### config.mk
export PLATFORM = sky130hd
export DESIGN_NAME = converter_test_sync_config_regs
export DESIGN_NICKNAME = d
export VERILOG_FILES = /design/src/logic/converter_test_sync_config_regs.v
export VERILOG_INCLUDE_DIRS = /design/src /design/src/common
export SDC_FILE = /design/constraint.sdc
export NUM_CORES = 1
export LEC_CHECK = 0
export BUFFER_PORTS_ARGS = -buffer_cell sky130_fd_sc_hd__buf_2
export CORE_MARGIN = 4
export CORE_UTILIZATION = 50
export CTS_BUF_LIST = sky130_fd_sc_hd__clkbuf_16
export CTS_CLUSTER_DIAMETER = 50
export DETAILED_ROUTE_END_ITERATION = 10
export PLACE_DENSITY = 0.79
export SLEW_MARGIN = 20
export SYNTH_ARGS = -nofsm -noshare
export SYNTH_HDL_FRONTEND = slang
export SYNTH_SLANG_ARGS = --single-unit
### constraint.sdc
create_clock -name clk -period 2.85 [get_ports clk]
set_input_delay 0 -clock clk [delete_from_list [all_inputs] [get_ports clk]]
set_output_delay 0 -clock clk [all_outputs]
set_load 0.01 [all_outputs]
### src/common/cfg_regs_map.vh
/*
 Register offsets, field positions and reset values of the converter
 test, range, clock-delay, stabilizer, staging and link registers.
 Assumes 12-bit register addresses and 8-bit data on the config port.
*/
`ifndef CFG_REGS_MAP_VH
`define CFG_REGS_MAP_VH

`define ADDR_W 12
`define N_CHAN 2
`define A_PAT_SEL 12'h014
`define A_PAT_HI 12'h015
`define A_PAT_LO 12'h016
`define A_RNG 12'h017
`define A_CLK_DLY 12'h042
`define A_STAB 12'h043
`define A_STAGE 12'h0FF
`define A_LINK_STAT 12'h801
`define A_LINK_RST 12'h802
`define A_CHAN_SEL 12'h009

`define RST_PAT_SEL 3'h0
`define RST_PAT_HI 8'h00
`define RST_PAT_LO 6'h00
`define RST_RNG_RSV 1'h1
`define RST_RNG_MODE 1'h0
`define RST_RNG_THR 3'h4
`define RST_DLY_RSV 4'h0
`define RST_DLY 4'h0
`define RST_STAB_RSV 6'h31
`define RST_STAB_EDGE 1'h0
`define RST_STAB_SRC 1'h0
`define RST_STAT_RSV 6'h21
`define RST_CHAN_SEL 2'h3
`define RST_STG_DIS 1'h0
`define RST_PULSE 1'h0
`define RST_SYNC 1'h0
`define RST_RDATA 8'h00

`define B_STG_DIS 7
`define B_XFER 6
`define B_SYNC_ERR 7
`define B_PLL_LOCK 0
`define B_SOFT_RST 7
`define B_FRAME_RST 3
`define B_RNG_MODE 3
`define B_RNG_RSV 4
`define B_STAB_EDGE 1
`define B_STAB_SRC 0

`define F_PAT_SEL 2:0
`define F_PAT_HI 7:0
`define F_PAT_LO 7:2
`define F_RNG_THR 2:0
`define F_DLY 3:0
`define F_DLY_RSV 7:4
`define F_STAB_RSV 7:2
`define F_STAT_RSV 6:1
`define F_CHAN_SEL 1:0

`endif

### src/logic/converter_test_sync_config_regs.v
/*
 Configuration and status registers for a dual-channel converter with
 serial outputs: test pattern, range detection, clock delay, stabilizer
 reset, staged update and link status/reset.
 Assumes a decoded config port on clk delivering one-cycle wr/rd strobes,
 and sync error events from link logic on the same clock.
*/
// Operation
// - Upper pattern register holds pattern bits 13..6, reset zero.
// - Lower pattern register bits 7..2 hold pattern bits 5..0.
// - Range mode bit: 0 full-scale detection, 1 fast detection.
// - Four-bit clock delay in half-period steps, reset zero.
// - Stabilizer reset edge: 0 falling, 1 rising.
// - Stabilizer reset source: 0 sync pair, 1 sysref pair.
// - Staging disable 0 stages writes; 1 applies each write directly.
// - Writing transfer bit applies stored settings, then bit self-clears.
// - Read-only sync error flag at link status bit 7.
// - Link soft reset bit restores link defaults, self-clears.
// - Frame builder reset clears sync error flag, self-clears.
// - Local register writes apply to selected channels only; reads show channel A if selected, else channel B.
`timescale 1ns/1ps
`include "cfg_regs_map.vh"
module converter_test_sync_config_regs (
   // Clock and reset
   input wire clk,
   input wire nrst,
   // Configuration port
   input wire [`ADDR_W-1:0] addr,
   input wire wr,
   input wire rd,
   input wire [7:0] wdata,
   output reg [7:0] rdata,
   // Link status in
   input wire sync_err_event,
   input wire pll_lock,
   // Applied settings, channel A then B
   output reg [5:0] pattern_choice,
   output reg [27:0] custom_pattern_value,
   output reg [1:0] quick_range_mode,
   output reg [5:0] quick_range_threshold,
   output reg [3:0] clock_delay,
   output reg stabilizer_reset_edge,
   output reg stabilizer_reset_source,
   // Link resets
   output wire link_soft_reset,
   output wire frame_builder_reset
);

   // Field widths of one channel's local settings
   localparam SEL_W = 3;
   localparam HI_W = 8;
   localparam LO_W = 6;
   localparam PAT_W = HI_W + LO_W;
   localparam THR_W = 3;

   // Global settings, shadow (written) copies
   reg [3:0] dly_w_q;
   reg [3:0] dly_rsv_q;
   reg edge_w_q;
   reg src_w_q;
   reg [5:0] stab_rsv_q;
   reg rng_rsv_q;
   reg [1:0] chan_q;
   reg stage_dis_q;

   // Link registers
   reg [5:0] stat_rsv_q;
   reg xfer_q;
   reg sync_err_q;
   reg soft_rst_q;
   reg frame_rst_q;

   // Lock synchroniser, only the second stage is read
   reg pll_s1_q;
   reg pll_s2_q;

   // Read data before the output register
   reg [7:0] rdata_d;

   // Per-channel shadows, flattened with channel A in the low slice
   wire [`N_CHAN*SEL_W-1:0] sel_w;
   wire [`N_CHAN*PAT_W-1:0] pat_w;
   wire [`N_CHAN-1:0] mode_w;
   wire [`N_CHAN*THR_W-1:0] thr_w;

   // Read side view of channel A when it is selected, else of channel B
   wire [SEL_W-1:0] sel_rd;
   wire [PAT_W-1:0] pat_rd;
   wire mode_rd;
   wire [THR_W-1:0] thr_rd;

   wire wr_link_rst;
   wire apply_now;
   genvar ch;

   function is_addr;
      input [`ADDR_W-1:0] a;
      input [`ADDR_W-1:0] b;
      begin
         is_addr = wr && (a == b);
      end
   endfunction

   assign wr_link_rst = is_addr(addr, `A_LINK_RST);
   // Active copies follow the shadows on a transfer or on any write when
   // staging is off; the apply lags the write by one cycle.
   assign apply_now = xfer_q | stage_dis_q;
   assign link_soft_reset = soft_rst_q;
   // Soft reset covers the frame builder as well
   assign frame_builder_reset = frame_rst_q | soft_rst_q;

   // Local writes land only in the selected channels
   generate
      for (ch = 0; ch < `N_CHAN; ch = ch + 1) begin : g_chan
         reg [SEL_W-1:0] sel_q;
         reg [HI_W-1:0] hi_q;
         reg [LO_W-1:0] lo_q;
         reg mode_q;
         reg [THR_W-1:0] thr_q;

         always @(posedge clk) begin
            if (!nrst) begin
               sel_q <= `RST_PAT_SEL;
               hi_q <= `RST_PAT_HI;
               lo_q <= `RST_PAT_LO;
               mode_q <= `RST_RNG_MODE;
               thr_q <= `RST_RNG_THR;
            end else if (chan_q[ch]) begin
               if (is_addr(addr, `A_PAT_SEL))
                  sel_q <= wdata[`F_PAT_SEL];
               if (is_addr(addr, `A_PAT_HI))
                  hi_q <= wdata[`F_PAT_HI];
               if (is_addr(addr, `A_PAT_LO))
                  lo_q <= wdata[`F_PAT_LO];
               if (is_addr(addr, `A_RNG)) begin
                  mode_q <= wdata[`B_RNG_MODE];
                  thr_q <= wdata[`F_RNG_THR];
               end
            end
         end

         assign sel_w[ch*SEL_W +: SEL_W] = sel_q;
         assign pat_w[ch*PAT_W +: PAT_W] = {hi_q, lo_q};
         assign mode_w[ch] = mode_q;
         assign thr_w[ch*THR_W +: THR_W] = thr_q;
      end
   endgenerate

   // Reads return channel A when it is selected, else channel B
   assign sel_rd = chan_q[0] ? sel_w[SEL_W-1:0] : sel_w[2*SEL_W-1:SEL_W];
   assign pat_rd = chan_q[0] ? pat_w[PAT_W-1:0] : pat_w[2*PAT_W-1:PAT_W];
   assign mode_rd = chan_q[0] ? mode_w[0] : mode_w[1];
   assign thr_rd = chan_q[0] ? thr_w[THR_W-1:0] : thr_w[2*THR_W-1:THR_W];

   // Global settings and the channel selection
   always @(posedge clk) begin
      if (!nrst) begin
         dly_w_q <= `RST_DLY;
         dly_rsv_q <= `RST_DLY_RSV;
         edge_w_q <= `RST_STAB_EDGE;
         src_w_q <= `RST_STAB_SRC;
         stab_rsv_q <= `RST_STAB_RSV;
         rng_rsv_q <= `RST_RNG_RSV;
         chan_q <= `RST_CHAN_SEL;
         stage_dis_q <= `RST_STG_DIS;
      end else begin
         if (is_addr(addr, `A_RNG))
            rng_rsv_q <= wdata[`B_RNG_RSV];
         if (is_addr(addr, `A_CLK_DLY)) begin
            dly_w_q <= wdata[`F_DLY];
            dly_rsv_q <= wdata[`F_DLY_RSV];
         end
         if (is_addr(addr, `A_STAB)) begin
            edge_w_q <= wdata[`B_STAB_EDGE];
            src_w_q <= wdata[`B_STAB_SRC];
            stab_rsv_q <= wdata[`F_STAB_RSV];
         end
         if (is_addr(addr, `A_CHAN_SEL))
            chan_q <= wdata[`F_CHAN_SEL];
         if (is_addr(addr, `A_STAGE))
            stage_dis_q <= wdata[`B_STG_DIS];
      end
   end

   // Link registers and the self-clearing command bits
   always @(posedge clk) begin
      if (!nrst) begin
         stat_rsv_q <= `RST_STAT_RSV;
         xfer_q <= `RST_PULSE;
         soft_rst_q <= `RST_PULSE;
         frame_rst_q <= `RST_PULSE;
      end else begin
         if (is_addr(addr, `A_LINK_STAT))
            stat_rsv_q <= wdata[`F_STAT_RSV];
         // Soft reset of the link restores its own register defaults
         if (soft_rst_q)
            stat_rsv_q <= `RST_STAT_RSV;
         // Transfer bit stands one cycle, so a read may catch it set
         if (is_addr(addr, `A_STAGE)) begin
            xfer_q <= wdata[`B_XFER];
         end else begin
            xfer_q <= `RST_PULSE;
         end
         // One-cycle pulses; a held bit would reset the link forever
         soft_rst_q <= wr_link_rst & wdata[`B_SOFT_RST];
         frame_rst_q <= wr_link_rst & wdata[`B_FRAME_RST];
      end
   end

   // Applied settings
   always @(posedge clk) begin
      if (!nrst) begin
         pattern_choice <= {`N_CHAN{`RST_PAT_SEL}};
         custom_pattern_value <= {`N_CHAN{`RST_PAT_HI, `RST_PAT_LO}};
         quick_range_mode <= {`N_CHAN{`RST_RNG_MODE}};
         quick_range_threshold <= {`N_CHAN{`RST_RNG_THR}};
         clock_delay <= `RST_DLY;
         stabilizer_reset_edge <= `RST_STAB_EDGE;
         stabilizer_reset_source <= `RST_STAB_SRC;
      end else if (apply_now) begin
         pattern_choice <= sel_w;
         custom_pattern_value <= pat_w;
         quick_range_mode <= mode_w;
         quick_range_threshold <= thr_w;
         clock_delay <= dly_w_q;
         stabilizer_reset_edge <= edge_w_q;
         stabilizer_reset_source <= src_w_q;
      end
   end

   // Lock comes from another domain, two flops before it is read
   always @(posedge clk) begin
      if (!nrst) begin
         pll_s1_q <= `RST_SYNC;
         pll_s2_q <= `RST_SYNC;
      end else begin
         pll_s1_q <= pll_lock;
         pll_s2_q <= pll_s1_q;
      end
   end

   // Sync error: the event sets, and set wins over clearing resets
   always @(posedge clk) begin
      if (!nrst) begin
         sync_err_q <= `RST_SYNC;
      end else begin
         if (sync_err_event)
            sync_err_q <= 1'b1;
         else if (frame_rst_q | soft_rst_q)
            sync_err_q <= `RST_SYNC;
      end
   end

   // Read multiplexer; unmapped addresses read zero
   always @* begin
      rdata_d = `RST_RDATA;
      case (addr)
         `A_PAT_SEL: rdata_d[`F_PAT_SEL] = sel_rd;
         `A_PAT_HI: rdata_d[`F_PAT_HI] = pat_rd[PAT_W-1:LO_W];
         `A_PAT_LO: rdata_d[`F_PAT_LO] = pat_rd[LO_W-1:0];
         `A_RNG: begin
            rdata_d[`B_RNG_RSV] = rng_rsv_q;
            rdata_d[`B_RNG_MODE] = mode_rd;
            rdata_d[`F_RNG_THR] = thr_rd;
         end
         `A_CLK_DLY: begin
            rdata_d[`F_DLY_RSV] = dly_rsv_q;
            rdata_d[`F_DLY] = dly_w_q;
         end
         `A_STAB: begin
            rdata_d[`F_STAB_RSV] = stab_rsv_q;
            rdata_d[`B_STAB_EDGE] = edge_w_q;
            rdata_d[`B_STAB_SRC] = src_w_q;
         end
         `A_STAGE: begin
            rdata_d[`B_STG_DIS] = stage_dis_q;
            rdata_d[`B_XFER] = xfer_q;
         end
         `A_CHAN_SEL: rdata_d[`F_CHAN_SEL] = chan_q;
         `A_LINK_STAT: begin
            rdata_d[`B_SYNC_ERR] = sync_err_q;
            rdata_d[`F_STAT_RSV] = stat_rsv_q;
            rdata_d[`B_PLL_LOCK] = pll_s2_q;
         end
         `A_LINK_RST: begin
            rdata_d[`B_SOFT_RST] = soft_rst_q;
            rdata_d[`B_FRAME_RST] = frame_rst_q;
         end
         default: rdata_d = `RST_RDATA;
      endcase
   end

   // Read data holds between reads so a slow host still sees it
   always @(posedge clk) begin
      if (!nrst)
         rdata <= `RST_RDATA;
      else if (rd)
         rdata <= rdata_d;
   end

endmodule // converter_test_sync_config_regs

==> run metrics <==
initial antenna violation count 0; FMAX approximately 0.51 GHz; Avg WL per Cell between 15 and 20 µm; WL met2 roughly 7100 µm; # fillers 927; worst rel slew slack about a third; TritonCTS clock tree built; HP Start wdata[2]; vias in the first global route between 4,000 and 5,000; Synth warnings 0; PortBufs just over 80; worst min path class primary input to flop; status finished clean; worst slew pin tran between 1 and 1.5 ns; share of flip-flops with an asynchronous set or reset 0%; antenna-violating nets left 0; Hold Path Sink dly_w_q[2]$_SDFFE_PN0P_; synth unique cells 56; starting density of the core between 50% and 60%; std cell rows 38; H-tree depth 4; top cells by area, synth dfxtp_1 (46%), mux2i_1 (11%), nand2_1 (8.6%), a21boi_0 (7.8%), nor2b_1 (4.9%); crit path launch type flop; Clock Skews approximately 0.0071 ns; FF+latch count, synth 130; Syn Nets about 650; reg2reg path depth 4; # IOs 84; final hold vios 0; RSZ-0062 raised after global routing false; GPL Wtd Cong 0.9011; Power per Cell Area between 600 and 700 nW/µm²; via count around 4,800; GRT Util Overall around 25%; CP Data Required Time roughly 3.1 ns; routed wl met3 roughly 1200 µm; Fin Setup TNS 0 ns; Post-Syn Instances ~620; final cell count without fillers roughly 840; antenna cells 0; M1 wire length 7056 µm; Period minus WS final ~2 ns; number of flops mapped to enable cells by yosys 0; CTS Buf Count 17; first-pass GRT wire length approximately 25,000 µm; setup slack, reg-to-reg 0.90 ns; HPWL after DPL about 11,000 µm; DR iter-0 viols 371; CTS max path bufs 2; LEAKAGE approximately 3 nW; Synth top area share ~46%; clock transition at the registers of the reported paths around 0.060 ns; die height approximately 110 µm; Yosys top cell by area dfxtp_1; Placed Instances 801; FF+latch area 2603 µm²; root buffer selected by CTS clkbuf_16; routed vias/inst approximately 5.7; Crit Path Category flop to flop; clk_lat worst skew about 0.42 ns; Clock Sinks 130; max layer used met4; Layout area overhead 20.84%; VDD IR max around 0.83 mV; Reg-to-Reg End rdata[6]$_SDFFE_PN0P_; share of post-route cells with drive strength above 1 between 20% and 30%; mapped cell area about 5700 µm²; crit path DAT around 2.2 ns; Worst Setup End Kind flop; drt total wl 15,730 µm; ys flop type dfxtp_1; Die Area 13,180 µm²; post-CTS setup buffers 0; crit path max fanout 19; core area 10,980 µm²; hold path cells 3; TritonRoute pass-1 iters 7; DRC 0; largest net degree at the start of global routing 49; Syn Area/Cell slightly above 9 µm²; Slew Viols, Final 0; Reg-to-Reg Start chan_q[0]$_SDFFE_PN1P_; Die W roughly 110 µm; Multi-input gate area 2890 µm²; final net count 716; final worst path period share about two thirds; Seq/Total Area, Yosys 45.62%; Max-Cap Viols 0; global route overflow 0; endpoints failing setup 0
==> how the worst max path moves through the flow <==
stage,start,end
6_report,chan_q[0]$_SDFFE_PN1P_,rdata[6]$_SDFFE_PN0P_
5_1_grt,chan_q[0]$_SDFFE_PN1P_,rdata[6]$_SDFFE_PN0P_
4_1_cts,chan_q[0]$_SDFFE_PN1P_,rdata[6]$_SDFFE_PN0P_
3_5_place_dp,addr[0],stat_rsv_q[0]$_SDFFE_PP1P_
3_3_place_gp,addr[0],stat_rsv_q[0]$_SDFFE_PP1P_
2_1_floorplan,chan_q[0]$_SDFFE_PN1P_,rdata[4]$_SDFFE_PN0P_
==> logic make-up (layout without fill, tap and decap cells) <==
group / count (synthesis) / after routing / share of synthesized area [%]
AOI/OAI and AO/OA: 110 / 110 / 14.08
DFF: 130 / 130 / 45.62
muxes: 70 / 70 / 12.48
buffers and inverters: 49 / 133 / 3.838
and+or+nand+nor: 260 / 260 / 23.97
==> through the flow <==
stage	util [%]	setup slack [ns]	hold WS [ns]	cell area, µm²	total power (W)
floorplan	-	1.097	0.1217	5704	0.001959
global route	62.76	0.8094	0.005932	6893	0.004464
finish	62.76	0.8980	0.01607	6893	0.004341
detailed placement	56.02	0.8572	0.2174	6152	0.002017
global placement	56.02	0.8675	0.2107	6152	0.002015
CTS	62.76	0.9305	0.003540	6893	0.004361
==> routing by layer <==
metal  GRT usage, %  vias up
met2          37.18      191
met3          6.737       34
met4          8.998        0
li1               -     2304
met1          34.06     2240
met5              0        -
==> cell type report <==
class	instances	share of cell area, %
repair buffers	100	8.423
well taps	140	2.541
inverters	1	0.05446
clock inverters	15	3.122
flip-flops and latches	130	37.76
clock buffers	17	6.172
multi-input cells	440	41.93
==> placed cells by master, fill, tap and decap left out, types with 5 or more instances in the layout <==
cell type	n
nand2_1	131
dfxtp_1	130
buf_2	83
mux2i_1	61
a21boi_0	59
nor2b_1	45
nand3_1	26
clkbuf_16	17
dlygate4sd3_1	10
mux2_2	9
o21ai_0	9
nor2_1	8
a21oi_1	7
a222oi_1	6
buf_4	6
nor3b_1	5
a31oi_1	5
and3_1	5
bufinv_16	5
==> flip-flops by register name (all words and copies together), names as in the netlist, 2 cells and up <==
signal                 flops
chan_q                     2
clock_delay                4
custom_pattern_value      28
dly_rsv_q                  4
dly_w_q                    4
g_chan.hi_q               16
g_chan.lo_q               12
g_chan.mode_q              2
g_chan.sel_q               6
g_chan.thr_q               6
pattern_choice             6
quick_range_mode           2
quick_range_threshold      6
rdata                      8
stab_rsv_q                 6
stat_rsv_q                 6
==> worst max-delay path, cell delays in order, from the launching register on <==
cell	delay [ns]
dfxtp_1	0.60
buf_12	0.23
mux2_2	0.36
a222oi_1	0.48
a31oi_1	0.15
==> report_power, final <==
group	internal, W	leakage, nW	switching [W]
combinational	0.0000626	1.57	0.000101
clock	0.00154	0.316	0.000804
sequential	0.00182	1.05	0.00000435
==> cell usage after synthesis (2+ instances only) <==
library cell / instances
a211oi_1: 2
a21boi_0: 59
a21oi_1: 7
a221oi_1: 2
a222oi_1: 6
a22o_1: 4
a22oi_1: 4
a31oi_1: 5
and2_1: 4
and3_1: 5
and4_1: 4
buf_2: 10
buf_4: 2
buf_6: 2
clkbuf_1: 33
dfxtp_1: 130
mux2_2: 9
mux2i_1: 61
nand2_1: 131
nand3_1: 26
nand3_2: 4
nand4_1: 2
nand4b_1: 2
nor2_1: 9
nor2b_1: 45
nor3_1: 3
nor3_4: 3
nor3b_1: 5
nor4_1: 2
o21ai_0: 9
o22ai_1: 4
==> timing repair <==
item,in CTS,in global routing
endpoints found under the hold margin,31,0
hold buffers,10,0
resized for setup,0,0
No activity file was read; power rests on OpenSTA's default activity.
